File: config.mk
export PLATFORM = sky130hd
export DESIGN_NAME = smpor_top
export DESIGN_NICKNAME = d
export VERILOG_FILES = /design/src/verilog/smpor_pkg.sv /design/src/verilog/smpor_top.sv
export SDC_FILE = /design/constraint.sdc
export NUM_CORES = 1
export LEC_CHECK = 0
export ABC_AREA = 1
export BUFFER_PORTS_ARGS = -buffer_cell sky130_fd_sc_hd__buf_4
export CAP_MARGIN = 20
export CELL_PAD_IN_SITES_DETAIL_PLACEMENT = 1
export CELL_PAD_IN_SITES_GLOBAL_PLACEMENT = 1
export CORE_MARGIN = 2
export CORE_UTILIZATION = 44
export CTS_BUF_LIST = sky130_fd_sc_hd__clkbuf_16
export DETAILED_ROUTE_END_ITERATION = 7
export GPL_ROUTABILITY_DRIVEN = 1
export PLACE_DENSITY_LB_ADDON = 0.1
export SLEW_MARGIN = 30
export SYNTH_ARGS = -nofsm -noshare
export SYNTH_HDL_FRONTEND = slang
export SYNTH_SLANG_ARGS = --single-unit
export TNS_END_PERCENT = 50
File: constraint.sdc
create_clock -name i_core_clk -period 2 [get_ports i_core_clk]
set_input_delay 0 -clock i_core_clk [delete_from_list [all_inputs] [get_ports i_core_clk]]
set_output_delay 0 -clock i_core_clk [all_outputs]
set_load 0.03 [all_outputs]
File: src/verilog/smpor_pkg.sv
// Package of constants and types for the supply monitor power-on reset block.
package smpor_pkg;

  // Minimum reset period in nanoseconds; the figure is a plain default, no value is given for it.
  localparam int unsigned MIN_RESET_PERIOD_NS = 1000;

  // Clock period of the core clock in nanoseconds (250 MHz).
  localparam int unsigned CORE_CLK_PERIOD_NS  = 4;

  // Cycles in the minimum reset period, rounded up, never below one.
  localparam int unsigned MIN_RESET_CYCLES    =
    ((MIN_RESET_PERIOD_NS + CORE_CLK_PERIOD_NS - 1) / CORE_CLK_PERIOD_NS) < 1 ? 1 :
    ((MIN_RESET_PERIOD_NS + CORE_CLK_PERIOD_NS - 1) / CORE_CLK_PERIOD_NS);

  // Width of the reset period counter.
  localparam int unsigned TIMER_W             = 12;

  // Reset value of the counter.
  localparam logic [TIMER_W-1:0] TIMER_RESET  = 12'h000;

  // Last count of the reset period.
  localparam logic [TIMER_W-1:0] TIMER_LAST   = TIMER_W'(MIN_RESET_CYCLES - 1);

  // Width of the control register bank that the reset guards.
  localparam int unsigned REG_W               = 8;

  // Number of registers in the guarded bank.
  localparam int unsigned REG_N               = 4;

  // Width of the register address on the write port.
  localparam int unsigned ADDR_W              = 2;

  // Index of the register that holds the PLL-domain settings.
  localparam logic [ADDR_W-1:0] PLL_REG_IDX   = 2'h3;

  // Default value of every register in the bank.
  localparam logic [REG_W-1:0] REG_DEFAULT    = 8'h00;

  // States of the main reset sequencer.
  typedef enum logic [1:0] {
    SMPOR_UNPOWERED,
    SMPOR_HOLD,
    SMPOR_RUN
  } smpor_state_t;

endpackage

File: src/verilog/smpor_top.sv
// Power-on reset sequencer with supply monitors, guarded register bank and PLL-domain reset.
`timescale 1ns/1ps

module smpor_top (
  input  wire logic                          i_core_clk,          // Core clock, 250 MHz.
  input  wire logic                          i_srst,              // Synchronous reset, active high.
  input  wire logic                          i_analog_on_ok,      // Analog supply above on-threshold.
  input  wire logic                          i_analog_off_ok,     // Analog supply above off-threshold.
  input  wire logic                          i_core_on_ok,        // Core supply above on-threshold.
  input  wire logic                          i_core_off_ok,       // Core supply above off-threshold.
  input  wire logic                          i_pll_supply_ok,     // PLL supply above its threshold.
  input  wire logic                          i_wr_en,             // Control-interface write strobe.
  input  wire logic [smpor_pkg::ADDR_W-1:0]  i_wr_addr,           // Control-interface write address.
  input  wire logic [smpor_pkg::REG_W-1:0]   i_wr_data,           // Control-interface write data.
  input  wire logic [smpor_pkg::ADDR_W-1:0]  i_rd_addr,           // Read-back address.
  output logic                               o_por_n,             // Internal reset, active low.
  output logic                               o_pll_rst_n,         // PLL-domain reset, active low.
  output logic                               o_pll_enable,        // PLLs, oscillator and clock output allowed.
  output logic                               o_full_function,     // All supplies good, full function.
  output logic                               o_wr_dropped,        // Pulse: a write was discarded while the main reset was low.
  output logic [smpor_pkg::REG_W-1:0]        o_rd_data            // Registered read-back data.
);
  import smpor_pkg::*;

  ////////////////////////////////////////////////////////////////////////////////
  // Monitor input synchronisers.
  ////////////////////////////////////////////////////////////////////////////////

  // Three-stage shift for each of the five monitor flags; stage 1 feeds only stage 2.
  logic [4:0] mon_raw;                     // Raw monitor flags, packed.
  logic [4:0] sync1_q, sync2_q, sync3_q;   // Synchroniser stages.
  logic [4:0] sync1_d, sync2_d, sync3_d;   // Next stage values.
  logic [4:0] mon_q, mon_d;                // Filtered monitor levels.

  assign mon_raw = {i_pll_supply_ok, i_core_off_ok, i_core_on_ok, i_analog_off_ok, i_analog_on_ok};

  // Shift the stages; a level counts only when stages two and three agree, which
  // rejects a single sampled glitch at the cost of one more cycle of delay.
  always_comb begin
    sync1_d = mon_raw;
    sync2_d = sync1_q;
    sync3_d = sync2_q;
    mon_d   = mon_q;
    for (int i = 0; i < 5; i++) begin
      if (sync2_q[i] == sync3_q[i]) begin
        mon_d[i] = sync3_q[i];
      end
    end
  end

  // Register the synchroniser; monitors read as low after reset so reset is held.
  always_ff @(posedge i_core_clk) begin
    if (i_srst) begin
      sync1_q <= 5'h00;
      sync2_q <= 5'h00;
      sync3_q <= 5'h00;
      mon_q   <= 5'h00;
    end else begin
      sync1_q <= sync1_d;
      sync2_q <= sync2_d;
      sync3_q <= sync3_d;
      mon_q   <= mon_d;
    end
  end

  // Named views of the filtered levels.
  logic a_on, a_off, c_on, c_off, p_ok;
  assign a_on  = mon_q[0];
  assign a_off = mon_q[1];
  assign c_on  = mon_q[2];
  assign c_off = mon_q[3];
  assign p_ok  = mon_q[4];

  // Term shared by the sequencer and the assertions: either supply below its off-threshold.
  logic supply_lost;
  assign supply_lost = !a_off || !c_off;

  ////////////////////////////////////////////////////////////////////////////////
  // Main reset sequencer.
  ////////////////////////////////////////////////////////////////////////////////

  smpor_state_t          state_q, state_d;  // Sequencer state.
  logic [TIMER_W-1:0]    timer_q, timer_d;  // Reset period counter.
  logic                  por_n_q, por_n_d;  // Registered reset output.

  // Hold reset until both on-thresholds are met and the minimum period has run;
  // drop back to hold the moment a supply falls below its off-threshold.
  always_comb begin
    state_d = state_q;
    timer_d = timer_q;
    por_n_d = 1'b0;
    case (state_q)
      SMPOR_UNPOWERED: begin
        // Output is only trusted once the analog supply is up.
        if (a_on) begin
          state_d = SMPOR_HOLD;
          timer_d = TIMER_RESET;
        end
      end
      SMPOR_HOLD: begin
        if (supply_lost || !a_on || !c_on) begin
          timer_d = TIMER_RESET;
        end else if (timer_q == TIMER_LAST) begin
          state_d = SMPOR_RUN;
          por_n_d = 1'b1;
        end else begin
          timer_d = timer_q + TIMER_W'(1);
        end
      end
      SMPOR_RUN: begin
        // A brown-out above the off-thresholds is ignored here.
        if (supply_lost) begin
          state_d = SMPOR_HOLD;
          timer_d = TIMER_RESET;
        end else begin
          por_n_d = 1'b1;
        end
      end
      default: begin
        state_d = SMPOR_UNPOWERED;
      end
    endcase
  end

  // Register the sequencer; release is clocked so it is glitch-free.
  always_ff @(posedge i_core_clk) begin
    if (i_srst) begin
      state_q <= SMPOR_UNPOWERED;
      timer_q <= TIMER_RESET;
      por_n_q <= 1'b0;
    end else begin
      state_q <= state_d;
      timer_q <= timer_d;
      por_n_q <= por_n_d;
    end
  end

  ////////////////////////////////////////////////////////////////////////////////
  // PLL-domain reset.
  ////////////////////////////////////////////////////////////////////////////////

  logic pll_rst_n_q, pll_rst_n_d;  // PLL-domain reset, active low.
  logic full_q, full_d;            // Full function indication.

  // The PLL domain needs its own supply and the main reset released.
  always_comb begin
    pll_rst_n_d = p_ok && por_n_d;
    full_d      = por_n_d && p_ok;
  end

  // Register the PLL-domain outputs; a grounded PLL supply keeps them low.
  always_ff @(posedge i_core_clk) begin
    if (i_srst) begin
      pll_rst_n_q <= 1'b0;
      full_q      <= 1'b0;
    end else begin
      pll_rst_n_q <= pll_rst_n_d;
      full_q      <= full_d;
    end
  end

  ////////////////////////////////////////////////////////////////////////////////
  // Guarded register bank.
  ////////////////////////////////////////////////////////////////////////////////

  logic [REG_W-1:0] regs_q [REG_N];   // Register bank.
  logic [REG_W-1:0] regs_d [REG_N];   // Next register values.
  logic             drop_q, drop_d;   // Discarded write pulse.
  logic [REG_W-1:0] rd_q, rd_d;       // Read-back data.

  // Writes land only while reset is released; reset returns every register to
  // default, and the PLL register is also held at default while its domain is in reset.
  always_comb begin
    drop_d = i_wr_en && !por_n_q;
    rd_d   = regs_q[i_rd_addr];
    for (int i = 0; i < REG_N; i++) begin
      regs_d[i] = regs_q[i];
      if (!por_n_q) begin
        regs_d[i] = REG_DEFAULT;
      end else if (i_wr_en && i_wr_addr == ADDR_W'(i)) begin
        regs_d[i] = i_wr_data;
      end
    end
    if (!pll_rst_n_q) begin
      regs_d[PLL_REG_IDX] = REG_DEFAULT;
    end
  end

  // Register the bank and the read-back.
  always_ff @(posedge i_core_clk) begin
    if (i_srst) begin
      for (int i = 0; i < REG_N; i++) begin
        regs_q[i] <= REG_DEFAULT;
      end
      drop_q <= 1'b0;
      rd_q   <= REG_DEFAULT;
    end else begin
      for (int i = 0; i < REG_N; i++) begin
        regs_q[i] <= regs_d[i];
      end
      drop_q <= drop_d;
      rd_q   <= rd_d;
    end
  end

  // Outputs straight from flip-flops.
  assign o_por_n         = por_n_q;
  assign o_pll_rst_n     = pll_rst_n_q;
  assign o_pll_enable    = pll_rst_n_q;
  assign o_full_function = full_q;
  assign o_wr_dropped    = drop_q;
  assign o_rd_data       = rd_q;

  ////////////////////////////////////////////////////////////////////////////////
  // Assertions.
  ////////////////////////////////////////////////////////////////////////////////

  // Cycles the reset output has stayed low, saturating at the last period count.
  // Counting apart from the sequencer keeps the period check independent of its timer,
  // so a timer that skipped counts is caught here, unless the reset output had already been low for the full period before the timer started.
  logic [TIMER_W-1:0] low_cnt_q, low_cnt_d;  // Low-time counter for the period check.

  // Count while the reset output is low, clear it on release.
  always_comb begin
    low_cnt_d = low_cnt_q;
    if (por_n_q) begin
      low_cnt_d = TIMER_RESET;
    end else if (low_cnt_q != TIMER_LAST) begin
      low_cnt_d = low_cnt_q + TIMER_W'(1);
    end
  end

  // Register the low-time counter.
  always_ff @(posedge i_core_clk) begin
    if (i_srst) begin
      low_cnt_q <= TIMER_RESET;
    end else begin
      low_cnt_q <= low_cnt_d;
    end
  end

  chk_lost_asserts: assert property (@(posedge i_core_clk) disable iff (i_srst)
    supply_lost |=> !o_por_n)
    else $error("Reset not asserted after supply loss.");

  chk_release_needs: assert property (@(posedge i_core_clk) disable iff (i_srst)
    $rose(o_por_n) |-> $past(a_on) && $past(c_on))
    else $error("Reset released without both supplies on.");

  chk_min_period: assert property (@(posedge i_core_clk) disable iff (i_srst)
    $rose(o_por_n) |-> $past(timer_q) == TIMER_LAST)
    else $error("Reset released before minimum period.");

  chk_drop_write: assert property (@(posedge i_core_clk) disable iff (i_srst)
    (i_wr_en && !o_por_n) |=> o_wr_dropped && regs_q[$past(i_wr_addr)] == REG_DEFAULT)
    else $error("Write during reset was not discarded.");

  chk_write_lands: assert property (@(posedge i_core_clk) disable iff (i_srst)
    (i_wr_en && o_por_n && o_pll_rst_n && !supply_lost) |=> regs_q[$past(i_wr_addr)] == $past(i_wr_data))
    else $error("Write after release did not land.");

  chk_pll_off: assert property (@(posedge i_core_clk) disable iff (i_srst)
    !p_ok |=> !o_pll_rst_n && !o_pll_enable)
    else $error("PLL domain not held in reset.");

  chk_full_func: assert property (@(posedge i_core_clk) disable iff (i_srst)
    o_full_function |-> o_por_n && o_pll_rst_n && $past(p_ok) && $past(a_off) && $past(c_off))
    else $error("Full function without all supplies.");

  chk_unpowered_low: assert property (@(posedge i_core_clk) disable iff (i_srst)
    state_q == SMPOR_UNPOWERED |-> !o_por_n ##0 !o_full_function)
    else $error("Reset released before analog supply up.");

  chk_min_low_time: assert property (@(posedge i_core_clk) disable iff (i_srst)
    $rose(o_por_n) |-> $past(low_cnt_q) == TIMER_LAST)
    else $error("Reset low for less than the minimum period.");

  chk_low_stays_low: assert property (@(posedge i_core_clk) disable iff (i_srst)
    (!o_por_n && (!a_on || !c_on)) |=> !o_por_n)
    else $error("Reset released while a supply was below its on-threshold.");

  chk_brownout_keeps: assert property (@(posedge i_core_clk) disable iff (i_srst)
    (o_por_n && !supply_lost) |=> o_por_n)
    else $error("Reset asserted during a brown-out above the off-thresholds.");

  chk_full_needs_pll: assert property (@(posedge i_core_clk) disable iff (i_srst)
    !p_ok |=> !o_full_function)
    else $error("Full function shown without the PLL supply.");

  chk_pll_reg_default: assert property (@(posedge i_core_clk) disable iff (i_srst)
    !o_pll_rst_n |=> regs_q[PLL_REG_IDX] == REG_DEFAULT)
    else $error("PLL register changed while its domain was in reset.");

endmodule

==> reports/results.tsv, run 1 <==
stage	metric	value	unit
sta	Worst Skew	7.88	ps
sta	post-route setup TNS	0	ps
clock_network	Clock Tree Buf Depth	2	
critical_path	R2R depth	9	
clock_network	H-tree Lvls	3	
worst_hold_path	Hold Path Origin	i_rd_addr[1]	
logic_synthesis	Warnings, synthesis	0	
die	area of the die	8530	µm²
critical_path	worst endpoint data arrival time	1880	ps
place	Final HPWL DP	5.47	mm
pwr	IR drop worst, VDD	0.514	mV
die	Ports	33	
clock_network	CTS tree	yes	
grt	first-pass GRT wire length	13.0	mm
finish	n_diodes	0	
route	DRC errors left	0	
sta	Max Fclk	603	MHz
die	starting density of the core	0.449	
pwr	Int Pwr	0.00283	W
place	input/output buffers	32	
sta	Min Hold Slack	47.7	ps
critical_path	CP Capture Type	flop	
sta	RSZ-0062 raised after global routing	false	
critical_path	crit path kind	reg -> reg	
grt	pin count of the biggest net entering global routing	35	
clock_network	CTS Buf Count	9	
sta	Hold Violations, Final	0	
grt	initial antenna violation count	0	
logic_synthesis	Distinct cells, synth	34	
sta	Rel. slew slack	0.693	
critical_path	internal reg-to-reg setup slack	340	ps
place	routability cong.	0.794	
clock_network	clock root buffer	clkbuf_16	
sta	Final Worst Setup Slack	341	ps
critical_path	CP max-delay cell	dfxtp_1	
die	Die Ht	92.4	µm
critical_path	worst r2r src	state_q[0]$_SDFFE_PP0P_	
die	Core Region	7650	µm²
run	Max-Cap Viols	0	
clock_network	CTS clk-pin slew, worst paths	60	ps
die	Die X	92.4	µm
pwr	clock share of power	0.418	
critical_path	r2r endpoint	timer_q[1]$_SDFFE_PP0P_	
critical_path	crit path launch	state_q[0]$_SDFFE_PP0P_	
finish	share of layout cells above drive strength 1	0.157	
logic_synthesis	Syn Inst Count	415	
route	Vias	2769	
worst_hold_path	Worst Hold Class	in -> reg	
finish	fill cell total of the finished layout	923	
grt	GRT Util Overall	0.196	
pwr	Pleak	1.70	nW
sta	final setup fails	0	
route	WL/cell	13.9	µm
worst_hold_path	WHS Path Cells	4	
critical_path	startpoint class of the critical path	flop	
pwr	Net Switching	0.000959	W
grt	number of global-route vias before repair	2770	
finish	fin nets	479	
sta	Final min period	1660	ps
critical_path	slowest stage delay, CP	380	ps
place	worst slack, placed	334	ps
pwr	Comb power frac	0.128	
finish	most frequent cells in the layout	nor2_1, nand2_1, inv_1	
sta	fin crit share	0.830	
critical_path	Worst Path Buf+Inv	2	
route	Pre-Repair DR Iteration Count	4	
finish	commonest non-fill, non-tap cell in the layout	nor2_1	
pwr	Sw Share	0.253	
worst_hold_path	Worst Hold End	o_rd_data[2]$_SDFF_PP0_	
logic_synthesis	FF+latch count, synth	77	
logic_synthesis	Mapped Area	3440	µm²
sta	Pins Over Slew Limit	0	
sta	Slew @ Worst Pin	459	ps
clock_network	Clock Sinks	77	
logic_synthesis	Mean Syn Cell Area	8.28	µm²
critical_path	CP Max Fanout	19	
grt	total global routing overflow	0	
finish	area added between synthesis and finish	19.3	%
route	Routed Antenna Nets	0	
die	Placement Rows	32	
run_status	status	completed	
logic_synthesis	Mapped Nets	441	
pwr	Reg power frac	0.454	
route	initial DRC count	113	
route	final WL	7.76	mm
critical_path	CP delay by family, top	simple AND/OR/NAND/NOR gates	
logic_synthesis	sequential share of the synthesized area	0.542	
pwr	power per cell area	925	nW/µm²
critical_path	CP required	2220	ps
critical_path	cell chain of the critical path	inv_1, ha_1, nand3_1, o21ai_1, nor2_1, buf_12, nand2_8, o21ai_1, nor2_1	
clock_network	Clock Latency Late Sink	330	ps
route	vias per cell	4.94	
clock_network	post-cts gate resize count	0	
## cells by family (layout without fill, tap and decap cells)
family                     Yosys count  after routing  synth area share
AOI/OAI and AO/OA                   47             47            0.0732
buffers and inverters               68            111            0.0877
DFF                                 77             77             0.542
and+or+nand+nor                    217            217             0.276
adders and majority gates            6              6            0.0218
## what timing repair did
item / 4_1_cts / 5_1_grt
hold buffers: 6 / 0
setup buffers: 0 / 0
hold endpoints to repair: 6 / 0
## cell usage after synthesis
library cell    n  share of area
nor2_1        114           0.12
nand2_1        54          0.059
dfxtp_1        45           0.26
inv_1          45          0.049
edfxtp_1       32           0.28
nand3_1        24          0.035
o21ai_0        22          0.032
a21oi_1        15          0.022
ha_1            6          0.022
clkbuf_1        5         0.0055
buf_2           4         0.0058
buf_6           4          0.013
inv_2           4         0.0044
nand2_2         4         0.0073
nand4_1         4         0.0073
o21ai_1         4         0.0058
or2_2           4         0.0073
buf_4           3         0.0066
clkinv_1        3         0.0033
a21oi_2         2         0.0051
nand3_2         2         0.0058
nor3_1          2         0.0029
o31ai_1         2         0.0044
a211oi_1        1         0.0022
a31oi_1         1         0.0018
and3_1          1         0.0018
nand2_4         1         0.0033
nand2_8         1         0.0058
nand3b_1        1         0.0022
nand3b_2        1         0.0033
nor2_2          1         0.0018
nor2_4          1         0.0033
nor3_2          1         0.0029
nor3b_1         1         0.0022
## worst max-delay path by stage
stage / end / slack, ps / cells past startpoint
after floorplan: regs_q[2][0]$_SDFFCE_PN0P_ / 530 / 3
after CTS: timer_q[7]$_SDFFE_PP0P_ / 310 / 10
after global routing: timer_q[10]$_SDFFE_PP0P_ / 170 / 10
after detailed placement: timer_q[7]$_SDFFE_PP0P_ / 330 / 10
final: timer_q[1]$_SDFFE_PP0P_ / 340 / 9
after global placement: timer_q[3]$_SDFFE_PP0P_ / 430 / 8
## final cells by class
class / instances / area (µm²) / share of cell area
repair buffers: 43 / 350 / 0.0854
clock inverters: 7 / 66.3 / 0.0162
well taps: 102 / 128 / 0.0311
clock buffers: 9 / 225 / 0.0549
flip-flops and latches: 77 / 1860 / 0.454
inverters: 52 / 195 / 0.0476
multi-input cells: 270 / 1270 / 0.311
## layer usage
layer / part of all wire / track usage / routed length [µm] / vias to the layer above
met3: 0.041 / 0.0464 / 322 / 9
met2: 0.48 / 0.323 / 3740 / 52
met1: 0.46 / 0.255 / 3610 / 1314
li1: - / - / - / 1394
met4: 0.012 / 0.0634 / 94 / 0
met5: 0 / 0 / 0 / -
## sequential cells by signal, summed over array words and instances (netlist names)
register         count
mon_q                5
o_full_function      1
o_por_n              1
o_rd_data            8
o_wr_dropped         1
regs_q              32
state_q              2
sync1_q              5
sync2_q              5
sync3_q              5
timer_q             12
## worst register-to-register path: cells and delay by family (launching register included)
| kind | cells | cell delay (ps) |
|---|---|---|
| DFF | 1 | 380 |
| AOI/OAI and AO/OA | 2 | 210 |
| and+or+nand+nor | 4 | 440 |
| adders and majority gates | 1 | 220 |
| buffers and inverters | 2 | 290 |
## power by group through the flow
stage               Sequential [W]  Clock, W  Combinational, W
detailed placement         0.00176         0          0.000475
global placement           0.00175         0          0.000456
finish                     0.00172   0.00159          0.000483
global route               0.00173   0.00168          0.000544
CTS                        0.00172   0.00162          0.000487
floorplan                  0.00176         0          0.000335
## per-stage QoR
stage	cells	total power, W	utilization	instance area [µm²]
after detailed placement	538	0.00223	0.490	3750
after CTS	560	0.00383	0.536	4100
final	560	0.00379	0.536	4100
after floorplan	415	0.00210	-	3440
after global placement	538	0.00221	0.490	3750
after global routing	560	0.00395	0.536	4100
Power figures use the tool's default switching activity.
==> inputs of run 2 (changes only) <==
Settings changed: ABC_AREA 1 to 0, CORE_UTILIZATION 44 to 42.
Clock period 2 ns to 1.4 ns, I/O delays scaled along.
==> reports/results.tsv, run 2 <==
stage	metric	value	unit
run_status	status	finished, violations left	
run_status	failing checks	setup timing	
logic_synthesis	dominant synthesized flop cell	dfxtp_1	
route	Routed Antenna Nets	0	
sta	Rel. slew slack	0.702	
logic_synthesis	Post-synth EDFFs	32	
critical_path	cell chain of the critical path	inv_2, ha_4, and3_4, or3_4, or4_4, a221oi_2	
route	Pre-Repair DR Iteration Count	4	
finish	Post-Layout Cell Count	485	
grt	first-pass GRT wire length	14.4	mm
sta	fin crit share	1.34	
sta	Pins Over Slew Limit	0	
route	WL/cell	18.3	µm
grt	pin count of the biggest net entering global routing	52	
finish	Reg with most FFs	regs_q	
finish	fin nets	404	
critical_path	internal reg-to-reg setup slack	-480	ps
critical_path	Crit. path cell count	6	
pwr	Pleak	1.84	nW
critical_path	CP delay by family, top	simple AND/OR/NAND/NOR gates	
pwr	power per cell area	1190	nW/µm²
die	Core Region	7610	µm²
route	final WL	8.89	mm
route	Vias	2558	
clock_network	CTS clk-pin slew, worst paths	60	ps
clock_network	H-tree Lvls	3	
critical_path	slowest stage delay, CP	490	ps
sta	RSZ-0062 raised after global routing	true	
sta	Slew @ Worst Pin	447	ps
die	Die Ht	92.1	µm
finish	commonest non-fill, non-tap cell in the layout	buf_4	
clock_network	Clock Sinks	77	
sta	Max Fclk	533	MHz
sta	Final Worst Setup Slack	-475	ps
logic_synthesis	Syn Inst Count	288	
grt	total global routing overflow	0	
logic_synthesis	Yosys top cell by area	edfxtp_1	
critical_path	CP Capture Type	flop	
grt	GRT Util Overall	0.224	
logic_synthesis	Mapped Nets	314	
die	Placement Rows	32	
place	Post-DP Area	3980	µm²
critical_path	crit path kind	reg -> reg	
die	area of the die	8480	µm²
sta	Hold Violations, Final	0	
place	worst slack, placed	-489	ps
route	DRC errors left	0	
logic_synthesis	Mapped Area	3260	µm²
finish	max FFs per register	32	
critical_path	CP Max Fanout	2	
logic_synthesis	most common cell in the netlist	dfxtp_1	
logic_synthesis	Distinct cells, synth	42	
die	starting density of the core	0.428	
route	vias per cell	5.27	
critical_path	startpoint class of the critical path	flop	
place	input/output buffers	32	
clock_network	Clock Latency Late Sink	330	ps
critical_path	worst r2r src	state_q[0]$_SDFFE_PP0P_	
logic_synthesis	sequential share of the synthesized area	0.571	
sta	Min Hold Slack	32.3	ps
logic_synthesis	Mean Syn Cell Area	11.3	µm²
sta	final setup fails	15	
run	Max-Cap Viols	0	
die	Die X	92.1	µm
critical_path	Worst Path Buf+Inv	1	
logic_synthesis	most frequent cells after synthesis	dfxtp_1, nor2_1, edfxtp_1	
finish	share of layout cells above drive strength 1	0.386	
place	DP Cell Count	454	
critical_path	worst endpoint data arrival time	2120	ps
finish	n_diodes	0	
logic_synthesis	top area cells in the synthesized netlist	edfxtp_1, dfxtp_1, mux4_2	
finish	most frequent cells in the layout	buf_4, dfxtp_1, nor2_1	
logic_synthesis	FFs w/ async S/R, synth	0	
critical_path	CP required	1650	ps
grt	number of global-route vias before repair	2804	
sta	Final min period	1880	ps
clock_network	Clock Tree Buf Depth	2	
finish	final instance area	4610	µm²
critical_path	crit path launch	state_q[0]$_SDFFE_PP0P_	
critical_path	r2r endpoint	timer_q[7]$_SDFFE_PP0P_	
logic_synthesis	Warnings, synthesis	0	
pwr	IR drop worst, VDD	0.891	mV
worst_hold_path	Worst Hold Class	in -> reg	
pwr	total power	0.00548	W
logic_synthesis	FF+latch count, synth	77	
sta	Worst Skew	5.38	ps
clock_network	clock root buffer	clkbuf_16	
logic_synthesis	Yosys top cell area share	0.295	
grt	initial antenna violation count	0	
die	Ports	33	
critical_path	worst setup path end	timer_q[7]$_SDFFE_PP0P_	
clock_network	CTS Buf Count	9	
clock_network	CTS tree	yes	
finish	area added between synthesis and finish	41.5	%
critical_path	R2R depth	6	
route	initial DRC count	98	
place	routability cong.	0.805	
critical_path	CP max-delay cell	or4_4	
place	Final HPWL DP	5.41	mm
run 2: changes by cell type in the layout (fill, tap and decap cells not counted), moves of 5 or more:
cell | previous run | this run
clkinv_1 | 5 | 0
buf_4 | 36 | 80
nand3b_1 | 1 | 9
nor2b_1 | 0 | 24
o21ai_0 | 22 | 6
nand3_1 | 24 | 6
mux2i_1 | 0 | 7
inv_1 | 46 | 3
nand2_1 | 54 | 24
ha_1 | 6 | 1
mux4_2 | 0 | 8
nor2_1 | 114 | 35
a21oi_1 | 15 | 7
run 2: stage by stage:
step	TNS (ps)	utilization
floorplan	-3720	-
global placement	-5020	0.523
detailed placement	-5700	0.523
CTS	-4960	0.592
global route	-6250	0.606
finish	-4940	0.606
run 2: repair_timing:
action	4_1_cts	5_1_grt
buffers inserted	5	3
pin swaps	5	9
hold endpoints to repair	8	0
endpoints found under the setup margin	16	24
cloned	1	0
hold buffers	7	0
resized for setup	21	17
run 2: where the power goes:
| part | internal [W] | total [W] | switching, W |
|---|---|---|---|
| combinational | 0.000304 | 0.000568 | 0.000264 |
| clock | 0.00157 | 0.00255 | 0.000976 |
| sequential | 0.00235 | 0.00236 | 0.0000158 |
| total | 0.00422 | 0.00548 | 0.00126 |
run 2: final cells by class:
| class | instances | area (µm²) |
|---|---|---|
| Multi-Input combinational cell | 194 | 1520 |
| Tap cell | 102 | 128 |
| Sequential cell | 77 | 1870 |
| Timing Repair Buffer | 92 | 753 |
| Inverter | 4 | 15.0 |
| Clock buffer | 9 | 225 |
| Clock inverter | 7 | 97.6 |
| Fill cell | 780 | 3000 |
run 2: metal layers:
metal | share of wire | global-route usage
met3 | 0.026 | 0.0370
met2 | 0.54 | 0.422
met4 | 0.023 | 0.0871
met1 | 0.41 | 0.251
met5 | 0 | 0
run 2: cell families (layout without fill, tap and decap cells):
logic type / count (synthesis) / count (layout) / share of synthesized area
muxes: 15 / 15 / 0.0768
DFF: 77 / 77 / 0.571
buffers and inverters: 18 / 112 / 0.0238
and+or+nand+nor: 138 / 138 / 0.233
AOI/OAI and AO/OA: 34 / 35 / 0.0714
adders and majority gates: 6 / 6 / 0.0230
run 2: worst min path at each step:
stage / depth (start not counted) / startpoint / endpoint / slack, ps
3_5_place_dp: 2 / i_core_off_ok / sync1_q[3]$_SDFF_PP0_ / 220
6_report: 3 / i_wr_data[6] / regs_q[1][6]$_SDFFCE_PN0P_ / 30
5_1_grt: 3 / i_wr_data[6] / regs_q[1][6]$_SDFFCE_PN0P_ / 50
3_3_place_gp: 2 / i_analog_off_ok / sync1_q[1]$_SDFF_PP0_ / 210
4_1_cts: 3 / i_wr_data[6] / regs_q[2][6]$_SDFFCE_PN0P_ / 30
2_1_floorplan: 1 / i_analog_on_ok / sync1_q[0]$_SDFF_PP0_ / 130
run 2: worst reg2reg max path, stage by stage (launching register included):
cell and delay, ps:
dfxtp_2 330, inv_2 50, ha_4 150, and3_4 170
or3_4 390, or4_4 490, a221oi_2 210
==> inputs of run 3 (changes only) <==
Settings changed: SETUP_SLACK_MARGIN set to 0.3.
==> reports/results.tsv, run 3 (synthesized netlist as in run 2, its figures left out) <==
stage	metric	value	unit
sta	Final min period	1930	ps
route	initial DRC count	98	
run	Max-Cap Viols	0	
run_status	failing checks	setup timing	
route	DRC errors left	0	
die	Placement Rows	32	
clock_network	Clock Sinks	77	
critical_path	CP delay by family, top	simple AND/OR/NAND/NOR gates	
finish	n_diodes	0	
sta	fin crit share	1.38	
route	Vias	2566	
pwr	Int Pwr	0.00416	W
critical_path	CP max-delay cell	or4_4	
critical_path	CP required	1640	ps
finish	share of layout cells above drive strength 1	0.413	
finish	area added between synthesis and finish	43.5	%
die	Ports	33	
sta	RSZ-0062 raised after global routing	true	
route	Routed Antenna Nets	0	
sta	Rel. slew slack	0.739	
sta	Pins Over Slew Limit	0	
die	Core Region	7610	µm²
clock_network	CTS tree	yes	
clock_network	Clock Latency Late Sink	340	ps
grt	GR peak layer	met2	
die	area of the die	8480	µm²
grt	met1 Track Usage GR	0.267	
grt	GRT Util Overall	0.236	
finish	commonest non-fill, non-tap cell in the layout	buf_4	
finish	fin nets	404	
pwr	clock share of power	0.465	
critical_path	cell chain of the critical path	inv_2, ha_1, nor2b_4, or3_4, or4_4, a221oi_2	
run_status	status	finished, violations left	
critical_path	CP Max Fanout	4	
grt	met2 global-route usage	0.434	
sta	Final Worst Setup Slack	-532	ps
clock_network	CTS clk-pin slew, worst paths	60	ps
route	vias per cell	5.29	
finish	max FFs per register	32	
sta	Slew @ Worst Pin	392	ps
place	Final HPWL DP	5.54	mm
grt	GRT met3 Usage	0.0452	
critical_path	slowest stage delay, CP	500	ps
pwr	IR drop worst, VDD	0.666	mV
place	routability cong.	0.818	
die	starting density of the core	0.428	
route	WL/cell	19.2	µm
route	Pre-Repair DR Iteration Count	4	
pwr	Reg power frac	0.438	
critical_path	Worst Path Buf+Inv	1	
die	Die Ht	92.1	µm
clock_network	clock root buffer	clkbuf_16	
pwr	power per cell area	1150	nW/µm²
sta	Hold Violations, Final	0	
finish	Post-Layout Cell Count	485	
sta	post-route setup TNS	-5280	ps
die	Die X	92.1	µm
grt	initial antenna violation count	0	
grt	total global routing overflow	0	
finish	Reg with most FFs	regs_q	
finish	most frequent cells in the layout	buf_4, dfxtp_1, nor2_1	
pwr	Comb power frac	0.097	
worst_hold_path	Worst Hold Class	in -> reg	
clock_network	H-tree Lvls	3	
critical_path	CP Capture Type	flop	
sta	Max Fclk	518	MHz
place	input/output buffers	32	
critical_path	crit path kind	reg -> reg	
grt	pin count of the biggest net entering global routing	36	
pwr	Net Switching	0.00123	W
grt	first-pass GRT wire length	15.2	mm
pwr	Sw Share	0.229	
place	worst slack, placed	-479	ps
clock_network	Clock Tree Buf Depth	2	
critical_path	worst endpoint data arrival time	2170	ps
critical_path	startpoint class of the critical path	flop	
clock_network	CTS Buf Count	9	
route	final WL	9.31	mm
pwr	Pleak	1.85	nW
pwr	total power	0.00539	W
sta	Worst Skew	6.82	ps
sta	final setup fails	16	
grt	number of global-route vias before repair	2821	
place	DP Cell Count	454	
-- run 3: cell types whose count changed in the layout (fill, tap and decap cells not counted), sizes merged --
cell         previous run  this run
buf                    85        86
clkinv                  1         2
inv                     7         6
dlygate4sd3             7         6
-- run 3: final timing paths --
path              cells past startpoint                         end  slack (ps)                    start
hold / removal                        3  regs_q[0][6]$_SDFFCE_PN0P_          40             i_wr_data[6]
hold reg to reg                       1       sync2_q[1]$_SDFF_PP0_         440    sync1_q[1]$_SDFF_PP0_
setup / recovery                      6     timer_q[7]$_SDFFE_PP0P_        -530  state_q[1]$_SDFFE_PP0P_
setup reg to reg                      6     timer_q[7]$_SDFFE_PP0P_        -530  state_q[1]$_SDFFE_PP0P_
-- run 3: power by group through the flow --
stage / Sequential, W / Combinational [W] / Clock [W]
finish: 0.00236 / 0.000523 / 0.00250
global route: 0.00237 / 0.000560 / 0.00263
CTS: 0.00236 / 0.000494 / 0.00253
detailed placement: 0.00241 / 0.000417 / 0
global placement: 0.00241 / 0.000404 / 0
floorplan: 0.00241 / 0.000241 / 0
-- run 3: worst min-delay path: stages --
cell	delay (ps)
buf_4	80
nand2_1	90
nor2_1	90
-- run 3: per-stage QoR --
step | instance area, µm² | hold WS, ps | util
5_1_grt | 4680 | 65.3 | 0.615
3_5_place_dp | 4000 | 221 | 0.526
2_1_floorplan | 3370 | 128 | -
4_1_cts | 4600 | 29.1 | 0.604
3_3_place_gp | 4000 | 210 | 0.526
6_report | 4680 | 35.9 | 0.615
-- run 3: timing repair --
action	4_1_cts	5_1_grt
gates resized for setup	33	17
cloned	1	0
setup endpoints to repair	68	78
endpoints found under the hold margin	6	0
setup buffers	7	1
hold buffers	6	0
pin swaps	6	6
-- run 3: final cells by class --
cell class                      count  area [µm²]
Sequential cell                    77        1870
Clock buffer                        9         225
Clock inverter                      7        88.8
Multi-Input combinational cell    194        1600
Inverter                            4        15.0
Fill cell                         804        2930
Tap cell                          102         128
Timing Repair Buffer               92         748
-- run 3: layer usage --
metal / part of all wire / wire length (µm)
met5: 0 / 0
met1: 0.41 / 3770
met3: 0.025 / 232
met2: 0.55 / 5100
met4: 0.022 / 201
